### src/iptr_regs_regs.vh
/*
  Constants for the indirect pointer unit: register offsets, reset values,
  virtual operand decode and access modes.
  Assumes a single 25 MHz core clock and a synchronous one-cycle data RAM.
*/
// Notes on behaviour
// - There are three independent pointers, each made of a high byte and a low byte register.
// - Only the low four bits of each high byte are used, giving a 12-bit linear pointer.
// - A plain indirect operand accesses RAM at the pointer and leaves the pointer as it is.
// - The indirect operands sit in the special function space but hold no storage.
// - Indirect accesses use the full 12-bit pointer, ignoring bank select and access bit.
// - The post-decrement operand accesses at the pointer, then lowers the pointer by one.
// - The post-increment operand accesses at the pointer, then raises the pointer by one.
// - The pre-increment operand raises the pointer by one, then accesses at the new value.
// - The offset operand accesses at pointer plus signed accumulator, changing neither.
// - A virtual operand cannot itself be the target of an indirect access.
// - Increment and decrement act on the whole pair, carrying from low byte into high.
// - Pointer updates leave every arithmetic status flag untouched.
`ifndef IPTR_REGS_VH
`define IPTR_REGS_VH

// wishbone byte offsets
`define IPTR_OFF_P0_LOW 5'h00
`define IPTR_OFF_P0_HIGH 5'h04
`define IPTR_OFF_P1_LOW 5'h08
`define IPTR_OFF_P1_HIGH 5'h0C
`define IPTR_OFF_P2_LOW 5'h10
`define IPTR_OFF_P2_HIGH 5'h14
`define IPTR_OFF_LAST_ADDR 5'h18
`define IPTR_OFF_STATUS 5'h1C

`define IPTR_PTR_RESET 12'h000
`define IPTR_HIGH_UNUSED 4'h0

// virtual operand window: addr[11:5] selects, addr[4:3] pointer, addr[2:0] mode
`define IPTR_OPND_TAG 7'h7F
`define IPTR_OPND_TAG_POS 5
`define IPTR_OPND_PTR_POS 3

`define IPTR_MODE_PLAIN 3'h0
`define IPTR_MODE_POST_DECREMENT_OPERAND 3'h1
`define IPTR_MODE_POST_INCREMENT_OPERAND 3'h2
`define IPTR_MODE_PRE_INCREMENT_OPERAND 3'h3
`define IPTR_MODE_OFFSET 3'h4

`define IPTR_STEP_ONE 12'h001
`define IPTR_STEP_MINUS_ONE 12'hFFF

`endif

### src/iptr_unit.v
/*
  Indirect data-memory pointer unit: three 12-bit pointers, virtual operand
  decode, pointer update modes and a one-cycle synchronous RAM port.
  Pointers are also reachable by software over a classic Wishbone slave.
  Assumes the RAM registers its read data on the edge after ram_req.
*/
`default_nettype none
`include "iptr_regs_regs.vh"

module iptr_unit #(
    parameter AW = 12,
    parameter DW = 8
) (
    input wire clk,
    input wire srst,
    // wishbone slave
    input wire wb_cyc_i,
    input wire wb_stb_i,
    input wire wb_we_i,
    input wire [4:0] wb_adr_i,
    input wire [3:0] wb_sel_i,
    input wire [31:0] wb_dat_i,
    output reg [31:0] wb_dat_o,
    output reg wb_ack_o,
    // core access port
    input wire core_req,
    input wire core_we,
    input wire [AW-1:0] core_addr,
    input wire [DW-1:0] core_wdata,
    input wire [DW-1:0] core_acc,
    output reg [DW-1:0] core_rdata,
    output reg core_ack,
    output reg core_busy,
    // data ram port
    output reg ram_req,
    output reg ram_we,
    output reg [AW-1:0] ram_addr,
    output reg [DW-1:0] ram_wdata,
    input wire [DW-1:0] ram_rdata
);

    localparam ST_IDLE = 2'd0;
    localparam ST_MEM = 2'd1;
    localparam ST_RD = 2'd2;

    // pointer plus offset, wrapping at the address width
    function [AW-1:0] ptr_add;
        input [AW-1:0] p;
        input [AW-1:0] d;
        begin
            ptr_add = p + d;
        end
    endfunction

    // is the address one of the virtual operands
    function is_opnd;
        input [AW-1:0] a;
        begin
            is_opnd = (a[AW-1:`IPTR_OPND_TAG_POS] == `IPTR_OPND_TAG)
                && (a[`IPTR_OPND_TAG_POS-1:`IPTR_OPND_PTR_POS] != 2'd3)
                && (a[2:0] <= `IPTR_MODE_OFFSET);
        end
    endfunction

    // replace the low byte of a pointer
    function [AW-1:0] with_low;
        input [AW-1:0] p;
        input [DW-1:0] b;
        begin
            with_low = {p[AW-1:DW], b};
        end
    endfunction

    // replace the high byte of a pointer, only its used bits are kept
    function [AW-1:0] with_high;
        input [AW-1:0] p;
        input [AW-DW-1:0] h;
        begin
            with_high = {h, p[DW-1:0]};
        end
    endfunction

    // low byte of a pointer as a bus word
    function [31:0] low_word;
        input [AW-1:0] p;
        begin
            low_word = {24'h000000, p[DW-1:0]};
        end
    endfunction

    // high byte of a pointer as a bus word, unused bits zero
    function [31:0] high_word;
        input [AW-1:0] p;
        begin
            high_word = {24'h000000, `IPTR_HIGH_UNUSED, p[AW-1:DW]};
        end
    endfunction

    reg [AW-1:0] ptr_r [0:2];
    reg [AW-1:0] ptr_nxt [0:2];
    reg [1:0] state_r;
    reg [1:0] state_nxt;
    reg [AW-1:0] last_addr_r;
    reg [AW-1:0] last_addr_nxt;
    reg blocked_r;
    reg blocked_nxt;
    reg ram_req_nxt;
    reg ram_we_nxt;
    reg [AW-1:0] ram_addr_nxt;
    reg [DW-1:0] ram_wdata_nxt;
    reg [DW-1:0] core_rdata_nxt;
    reg core_ack_nxt;
    reg core_busy_nxt;
    reg [31:0] wb_dat_nxt;
    reg wb_ack_nxt;

    wire [1:0] op_ptr;
    wire [2:0] op_mode;
    wire [AW-1:0] cur_ptr;
    wire [AW-1:0] acc_ext;
    wire wb_hit;
    wire wb_wr;
    wire [2:0] wb_idx;
    integer i;

    assign op_ptr = core_addr[`IPTR_OPND_TAG_POS-1:`IPTR_OPND_PTR_POS];
    assign op_mode = core_addr[2:0];
    assign cur_ptr = (op_ptr == 2'd0) ? ptr_r[0] : (op_ptr == 2'd1) ? ptr_r[1] : ptr_r[2];
    // accumulator taken as signed, sign extended to pointer width
    assign acc_ext = {{(AW-DW){core_acc[DW-1]}}, core_acc};
    assign wb_hit = wb_cyc_i && wb_stb_i && !wb_ack_o;
    assign wb_wr = wb_hit && wb_we_i && wb_sel_i[0];
    assign wb_idx = wb_adr_i[4:2];

    // core access sequencing and pointer updates
    always @*
    begin
        state_nxt = state_r;
        last_addr_nxt = last_addr_r;
        blocked_nxt = blocked_r;
        ram_req_nxt = 1'b0;
        ram_we_nxt = ram_we;
        ram_addr_nxt = ram_addr;
        ram_wdata_nxt = ram_wdata;
        core_rdata_nxt = core_rdata;
        core_ack_nxt = 1'b0;
        core_busy_nxt = core_busy;
        // each pointer holds unless an operand or software changes it
        ptr_nxt[0] = ptr_r[0];
        ptr_nxt[1] = ptr_r[1];
        ptr_nxt[2] = ptr_r[2];
        case (state_r)
            ST_IDLE:
            begin
                if (core_req)
                begin
                    state_nxt = ST_MEM;
                    core_busy_nxt = 1'b1;
                    ram_we_nxt = core_we;
                    ram_wdata_nxt = core_wdata;
                    ram_addr_nxt = core_addr;
                    // virtual operands hold no storage: redirect through pointer
                    if (is_opnd(core_addr))
                    begin
                        // full pointer, no bank applied
                        case (op_mode)
                            `IPTR_MODE_PLAIN:
                            begin
                                ram_addr_nxt = cur_ptr;
                            end
                            `IPTR_MODE_POST_DECREMENT_OPERAND:
                            begin
                                ram_addr_nxt = cur_ptr;
                                ptr_nxt[op_ptr] = ptr_add(cur_ptr, `IPTR_STEP_MINUS_ONE);
                            end
                            `IPTR_MODE_POST_INCREMENT_OPERAND:
                            begin
                                ram_addr_nxt = cur_ptr;
                                ptr_nxt[op_ptr] = ptr_add(cur_ptr, `IPTR_STEP_ONE);
                            end
                            `IPTR_MODE_PRE_INCREMENT_OPERAND:
                            begin
                                ram_addr_nxt = ptr_add(cur_ptr, `IPTR_STEP_ONE);
                                ptr_nxt[op_ptr] = ptr_add(cur_ptr, `IPTR_STEP_ONE);
                            end
                            `IPTR_MODE_OFFSET:
                            begin
                                ram_addr_nxt = ptr_add(cur_ptr, acc_ext);
                            end
                            default:
                            begin
                                ram_addr_nxt = cur_ptr;
                            end
                        endcase
                    end
                    // a virtual operand as indirect target reaches no storage
                    blocked_nxt = is_opnd(ram_addr_nxt) && is_opnd(core_addr);
                    ram_req_nxt = !blocked_nxt;
                    last_addr_nxt = ram_addr_nxt;
                end
            end
            ST_MEM:
            begin
                state_nxt = ST_RD;
            end
            ST_RD:
            begin
                state_nxt = ST_IDLE;
                core_ack_nxt = 1'b1;
                core_busy_nxt = 1'b0;
                core_rdata_nxt = (blocked_r || ram_we) ? {DW{1'b0}} : ram_rdata;
            end
            default:
            begin
                state_nxt = ST_IDLE;
                core_busy_nxt = 1'b0;
            end
        endcase
        // software write wins over a same-cycle pointer update
        if (wb_wr)
        begin
            // lane 0 only; writes to the address and status words are dropped
            case (wb_idx)
                3'd0: ptr_nxt[0] = with_low(ptr_r[0], wb_dat_i[DW-1:0]);
                3'd1: ptr_nxt[0] = with_high(ptr_r[0], wb_dat_i[AW-DW-1:0]);
                3'd2: ptr_nxt[1] = with_low(ptr_r[1], wb_dat_i[DW-1:0]);
                3'd3: ptr_nxt[1] = with_high(ptr_r[1], wb_dat_i[AW-DW-1:0]);
                3'd4: ptr_nxt[2] = with_low(ptr_r[2], wb_dat_i[DW-1:0]);
                3'd5: ptr_nxt[2] = with_high(ptr_r[2], wb_dat_i[AW-DW-1:0]);
                default:
                begin
                end
            endcase
        end
    end

    // wishbone read mux, unmapped offsets read zero
    always @*
    begin
        wb_ack_nxt = wb_hit;
        wb_dat_nxt = 32'h00000000;
        if (wb_hit && !wb_we_i)
        begin
            // status word: last blocked, busy, not idle from bit 2 down
            case (wb_idx)
                3'd0: wb_dat_nxt = low_word(ptr_r[0]);
                3'd1: wb_dat_nxt = high_word(ptr_r[0]);
                3'd2: wb_dat_nxt = low_word(ptr_r[1]);
                3'd3: wb_dat_nxt = high_word(ptr_r[1]);
                3'd4: wb_dat_nxt = low_word(ptr_r[2]);
                3'd5: wb_dat_nxt = high_word(ptr_r[2]);
                3'd6: wb_dat_nxt = {20'h00000, last_addr_r};
                3'd7: wb_dat_nxt = {29'h0000000, blocked_r, core_busy, (state_r != ST_IDLE)};
                default: wb_dat_nxt = 32'h00000000;
            endcase
        end
    end

    // no status flags exist here: pointer updates touch only the pointers
    always @(posedge clk)
    begin
        if (srst)
        begin
            for (i = 0; i < 3; i = i + 1)
            begin
                ptr_r[i] <= `IPTR_PTR_RESET;
            end
            state_r <= ST_IDLE;
            last_addr_r <= `IPTR_PTR_RESET;
            blocked_r <= 1'b0;
            ram_req <= 1'b0;
            ram_we <= 1'b0;
            ram_addr <= {AW{1'b0}};
            ram_wdata <= {DW{1'b0}};
            core_rdata <= {DW{1'b0}};
            core_ack <= 1'b0;
            core_busy <= 1'b0;
            wb_dat_o <= 32'h00000000;
            wb_ack_o <= 1'b0;
        end
        else
        begin
            for (i = 0; i < 3; i = i + 1)
            begin
                ptr_r[i] <= ptr_nxt[i];
            end
            state_r <= state_nxt;
            last_addr_r <= last_addr_nxt;
            blocked_r <= blocked_nxt;
            ram_req <= ram_req_nxt;
            ram_we <= ram_we_nxt;
            ram_addr <= ram_addr_nxt;
            ram_wdata <= ram_wdata_nxt;
            core_rdata <= core_rdata_nxt;
            core_ack <= core_ack_nxt;
            core_busy <= core_busy_nxt;
            wb_dat_o <= wb_dat_nxt;
            wb_ack_o <= wb_ack_nxt;
        end
    end

endmodule // iptr_unit
`default_nettype wire

### config.mk
export PLATFORM = sky130hd
export DESIGN_NAME = iptr_unit
export DESIGN_NICKNAME = d
export VERILOG_FILES = /design/src/iptr_unit.v
export VERILOG_INCLUDE_DIRS = /design/src /design/src/src
export SDC_FILE = /design/constraint.sdc
export NUM_CORES = 1
export LEC_CHECK = 0
export ABC_AREA = 1
export ABC_CLOCK_PERIOD_IN_PS = 3750
export BUFFER_PORTS_ARGS = -buffer_cell sky130_fd_sc_hd__buf_4
export CORE_AREA = 2 2 112 141
export CTS_CLUSTER_DIAMETER = 40
export DETAILED_ROUTE_END_ITERATION = 8
export DIE_AREA = 0 0 114 143
export PLACE_DENSITY_LB_ADDON = 0.12
export SLEW_MARGIN = 20
export SYNTH_ARGS = -nofsm -noshare
export SYNTH_HDL_FRONTEND = slang
export SYNTH_SLANG_ARGS = --single-unit
### constraint.sdc
create_clock -name clk -period 3.75 [get_ports clk]
set_input_delay 0.9375 -clock clk [delete_from_list [all_inputs] [get_ports clk]]
set_output_delay 0.9375 -clock clk [all_outputs]
set_load 0.05 [all_outputs]
After elaboration in Yosys (flattened, before gate mapping):

Memory sizes are Yosys's and may differ from the RTL's.
Index checks and enable logic that the tools add are counted.

* bitwise operators: 8
* equality and inequality tests: 19
* $lt $le $gt $ge: 4
* multiplexer cells: 31
* reductions and logical operators: 24
* add/sub/neg operators: 3

Operators with widths (count)
* case mux 32 bit (8 select lines): 1
* 2-to-1 mux 36 bit: 4
* 2-to-1 mux 12 bit: 9
* case mux 12 bit (2 select lines): 4
* bitwise mux 36 bit: 2
* case mux 36 bit (2 select lines): 1
* demux 12 bit (select 2 bit): 1
* == test 3 bit, second input constant: 5
* == test 7 bit, second input constant: 2
* adder 12 x 1 -> 12 bit, second input constant: 1
* adder 12 bit: 1
* adder 12 bit, second input constant: 1
* == test 3 x 2 -> 1 bit, second input constant: 4
* logical AND 1 bit: 11
* 2-to-1 mux 8 bit: 1
* == test 3 x 1 -> 1 bit, second input constant: 2
* less-or-equal comparator 3 bit, second input constant: 2
* != test 2 bit, second input constant: 3
* 2-to-1 mux 1 bit: 5
* == test 2 x 1 -> 1 bit, second input constant: 2
* zero test 2 bit: 2
* NOT 1 bit: 4
* case mux 2 bit (2 select lines): 1
* AND reduction 2 bit: 2
* other kinds (13): 18

* word-level logic and storage cells: 101
* flip-flop bits (word level): 68
* RAM bits: 36
* input bits: 84
* memories kept: 1

Memory list
* ptr_r: depth 3, bits a word 12, rd ports 3, clocked after memory_dff 0, write ports 3, line iptr_unit.v:99 `reg [AW-1:0] ptr_r [0:2];`

Depth between registers and ports, before layout:

* depth in word-level cells: 13
* mapped depth: 24
* mapped depth without buffers: 22

Worst setup path before layout:

Ideal clock, no wire load.

* path type: input to register
* start point: input core_addr[4]
* end point: register blocked_r
* cell stages on the path: 23
* data required time: 3631 ps
* setup time: 119 ps
* arrival: 3131 ps
* setup slack: 501 ps
* cells stage by stage: buf_6 inv_6 buf_6 nand3_4 nand2_4 nor2_8 ha_1 inv_1 fa_1 inv_1 nand3_1 nand4_1 nand2_1 nor2_1 nor2_1 a21oi_1 nand2_1 nand3_1 nor2_1 nand3_1 nand2_1 nand2_1 nor2_2

* cells in the longest elaborated chain, start to end: 12

RTL lines
* start, declared: line iptr_unit.v:28 `input wire [AW-1:0] core_addr,`
* == test 2 x 1 -> 1 bit: line iptr_unit.v:128 `assign cur_ptr = (op_ptr == 2'd0) ? ptr_r[0] : (op_ptr == 2'd1) ? ptr_r[1] : ptr_r[2];`
* 2-to-1 mux 12 bit (2 in a row): line iptr_unit.v:128
* adder 12 bit or adder 12 x 1 -> 12 bit (tied branches): line iptr_unit.v:51 `ptr_add = p + d;`
* case mux 12 bit (2 select lines): line iptr_unit.v:166 `case (op_mode)`
* 2-to-1 mux 12 bit: line iptr_unit.v:163 `if (is_opnd(core_addr))`
* 2-to-1 mux 12 bit: line iptr_unit.v:155 `if (core_req)`
* 2-to-1 mux 12 bit: line iptr_unit.v:152 `case (state_r)`
* == test 7 bit (no line) or != test 2 bit (tied branches)
* logical AND 1 bit (2 in a row): line iptr_unit.v:59 `` is_opnd = (a[AW-1:`IPTR_OPND_TAG_POS] == `IPTR_OPND_TAG) ``
* logical AND 1 bit (*): line iptr_unit.v:197 `blocked_nxt = is_opnd(ram_addr_nxt) && is_opnd(core_addr);`
* end signal, assigned: line iptr_unit.v:289 `blocked_r <= blocked_nxt;`
* end, declared: line iptr_unit.v:105 `reg blocked_r;`

Every way passes the cells marked *; elsewhere a longest branch is shown, timed or not. The select of a mux whose other input is x is not followed.
A chain may end at the register's enable or synchronous reset.

Final worst setup path:

Ends and elaborated chain as after synthesis.

==> impl_metrics.toml <==
[outcome]
outcome = "completed"

[synth]
ys_seq_elements = 84
synthAdderAreaFrac_pct = 2.75
synth.area.mux_share_pct = 0
yosys.area.top_type = "dfxtp_1"
syn_inst = 1058
synth_cell_type_count = 48
ys_seq_area_share_pct = 25.3
synthMostInstantiatedCell = "nand2_1"
yosysWarnings = 0
synth_area_um2 = 6630
synth_compound_area_share_pct = 22.9
yosys-top-cells-area = "dfxtp_1 25%, nand2_1 14%, o21ai_0 7.2%, inv_1 7.1%, a21oi_1 7.1%"
synth_ff_type = "dfxtp_1"
async_reset_ff_share_pct = 0
avgSynthCellArea_um2 = 6.27
yosys-top-cells-count = "243 x nand2_1, 126 x inv_1, 95 x o21ai_0"
synth_top_area_share_pct = 25.3
synth_xor_area_share_pct = 1.70
synth_edf_count = 0
yosys.area_share.simple_pct = 34.2
synth_top_family_by_area = "simple AND/OR/NAND/NOR gates"

[route]
firstDrtPassIters = 5
met3WireLength_um = 1530
vias_per_cell = 5.58
drt_wl_total_um = 25800
vias = 7608
wl_met1_um = 10500
postRouteAntennaNets = 0
top_layer_used = "met4"
drc = 0
routed-wl-met2_um = 12300
wl_per_cell_um = 18.9
drt_first_iter_violations = 674

[timing]
slew_headroom_pct = 32.0
finalSetupViolCount = 0
fmax_mhz = 301
worstMarginPinSlew_ns = 1.02
maxSlewViolCount = 0
fin_crit_ns = 3.32
fin_setup_tns_ns = 0
fin_crit_sh_pct = 88.6
hold_violations = 0
rsz0062_at_grt = "false"
finClkSkew_ns = 0.00875

[finish]
area_growth_pct = 19.7
drive_gt1_share_pct = 19.5
fillers = 1621
antenna_cells = 0
final_area_um2 = 7940
layout.core_utilization_pct = 53.4
nets = 1275

[placement]
place.detailed.hpwl_um = 20400
routabilityCongestion = 1.02
dpl-instance-area_um2 = 7660
numPortBuffers = 99

[critical_path]
path_class = "in -> reg"
reg2reg_depth = 21
r2r-start = "ptr_r[0][0]$_SDFFE_PP0P_"
cp_common_cell = "nand2_1"
slowest_delay_ns = 0.32
worstSetupEndpointType = "register"
r2r-end = "blocked_r$_SDFFE_PP0P_"
cp_max_fo = 16
reg2reg_slack_ns = 1.00
crit_path_cell_trace = "buf_4 -> nor2_8 -> nand2_1 -> inv_1 -> nor2_1 -> buf_4 -> ha_1 -> inv_1 -> nor3_1 -> nand2_1 -> nand2_1 -> nand3_1 -> nand2_1 -> nand2_1 -> nand3_1 -> nand3_1 -> nand2_1 -> nand2_1 -> nand3_1 -> nand2_1 -> nand2_1 -> nor2_2"
slowest_stage = "ha_1"
cp.required_ns = 3.98
critPathLaunchType = "input port"
cp.arrival_ns = 3.56

[global_route]
antenna_found_initial = 0
grt.overflow.total = 0
grt_max_degree = 42
grt_pass1_wl_um = 38800
grt_usage_pct = 31.3
grt_pass1_vias = 6959

[clock_tree]
cts_num_sinks = 84
postCtsSetupBuffers = 0
clkLatencyLatePin_ns = 0.34
htree_levels = 3
ctsLongestPathBuffers = 2
clk_pin_slew_ns = 0.06
cts_hold_buf = 0
cts_root_buf = "clkbuf_16"
cts_tree = "yes"
cts_buffers = 9
ctsResizeCount = 0

[power]
powerDensity_nw_per_um2 = 315
ir_drop_v = 0.000399
p_leak_nw = 3.59
fin_total_pwr_mw = 2.50

[floorplanning]
die_h_um = 143
placeableCoreArea_um2 = 14900
die_w_um = 114
num_rows = 50
die_area_um2 = 16300
initial_core_util_pct = 44.6
ios = 149

[worst_hold_path]
hold_class = "reg -> reg"
hp-start = "wb_ack_o$_SDFF_PP0_"
hold_end = "wb_ack_o$_SDFF_PP0_"
holdPathStages = 1

[job]
drv_cap = 0
==> report_power, final <==
part	total (mW)	internal (mW)	switching, mW
combinational	0.716	0.219	0.497
sequential	0.940	0.921	0.0191
clock	0.846	0.458	0.389
total	2.50	1.60	0.905
==> area by class of cell <==
| cell class | instances | area (um2) | area share, % |
|---|---|---|---|
| multi-input cells | 799 | 4160 | 52.3 |
| flip-flops and latches | 84 | 1680 | 21.2 |
| repair buffers | 141 | 1060 | 13.3 |
| inverters | 142 | 538 | 6.77 |
| well taps | 182 | 228 | 2.87 |
| clock buffers | 9 | 225 | 2.84 |
| clock inverters | 7 | 57.6 | 0.725 |
==> sequential cells by signal, summed over array words and instances, names as in the netlist, 2 cells and up <==
name / count
state_r: 2
core_rdata: 8
last_addr_r: 12
ram_wdata: 8
ptr_r: 36
wb_dat_o: 12
==> cell families (layout without fill, tap and decap cells) <==
| logic type | Yosys count | in the layout |
|---|---|---|
| buffers and inverters | 194 | 299 |
| flip-flops | 84 | 84 |
| other | 1 | 20 |
| XOR/XNOR | 12 | 12 |
| AO/OA/AOI/OAI | 272 | 272 |
| adder cells (fa/ha/maj) | 14 | 14 |
| AND/OR/NAND/NOR | 481 | 481 |
==> critical path: cells and delay by family <==
| kind | cells | cell delay, ns |
|---|---|---|
| buf+inv | 4 | 0.51 |
| simple gates | 17 | 1.76 |
| fa+ha+maj | 1 | 0.32 |
==> routing by layer <==
layer	vias up	track usage, %
li1	3715	-
met1	3498	38.8
met2	319	52.4
met3	76	3.52
met4	0	18.0
met5	-	0
==> worst max-delay path by stage <==
stage                             end  depth (start not counted)    startpoint
2_1_floorplan  blocked_r$_SDFFE_PP0P_                         23  core_addr[4]
3_3_place_gp   blocked_r$_SDFFE_PP0P_                         19  core_addr[4]
3_5_place_dp   blocked_r$_SDFFE_PP0P_                         22  core_addr[4]
4_1_cts        blocked_r$_SDFFE_PP0P_                         22  core_addr[4]
5_1_grt        blocked_r$_SDFFE_PP0P_                         23  core_addr[4]
6_report       blocked_r$_SDFFE_PP0P_                         22  core_addr[4]
==> stage by stage <==
stage / hold WS (ns) / cells / setup slack [ns]
6_report: 0.463 / 1364 / 0.429
5_1_grt: 0.467 / 1364 / 0.178
4_1_cts: 0.460 / 1364 / 0.456
3_5_place_dp: 0.442 / 1348 / 0.0983
3_3_place_gp: 0.436 / 1348 / 0.138
2_1_floorplan: 0.429 / 1077 / 0.501
==> placed cells by master (no fill, tap or decap), types with 7 or more instances in the layout <==
cell | Yosys | routed
nor3_1 | 14 | 14
nand3_1 | 65 | 65
o211ai_1 | 16 | 16
nand3_2 | 11 | 11
nand4_1 | 9 | 9
nor2_1 | 89 | 89
xor2_1 | 9 | 9
nor2_4 | 8 | 8
a31oi_1 | 12 | 12
o21ai_0 | 95 | 95
o22ai_1 | 21 | 21
clkbuf_16 | 0 | 9
o21ai_1 | 13 | 13
conb_1 | 1 | 20
ha_1 | 13 | 13
inv_2 | 13 | 13
inv_1 | 126 | 126
nand2_2 | 7 | 7
buf_4 | 21 | 141
nand2_1 | 243 | 243
dfxtp_1 | 84 | 84
a21oi_1 | 94 | 94
nor2_2 | 18 | 18
Power figures use the tool's default switching activity.
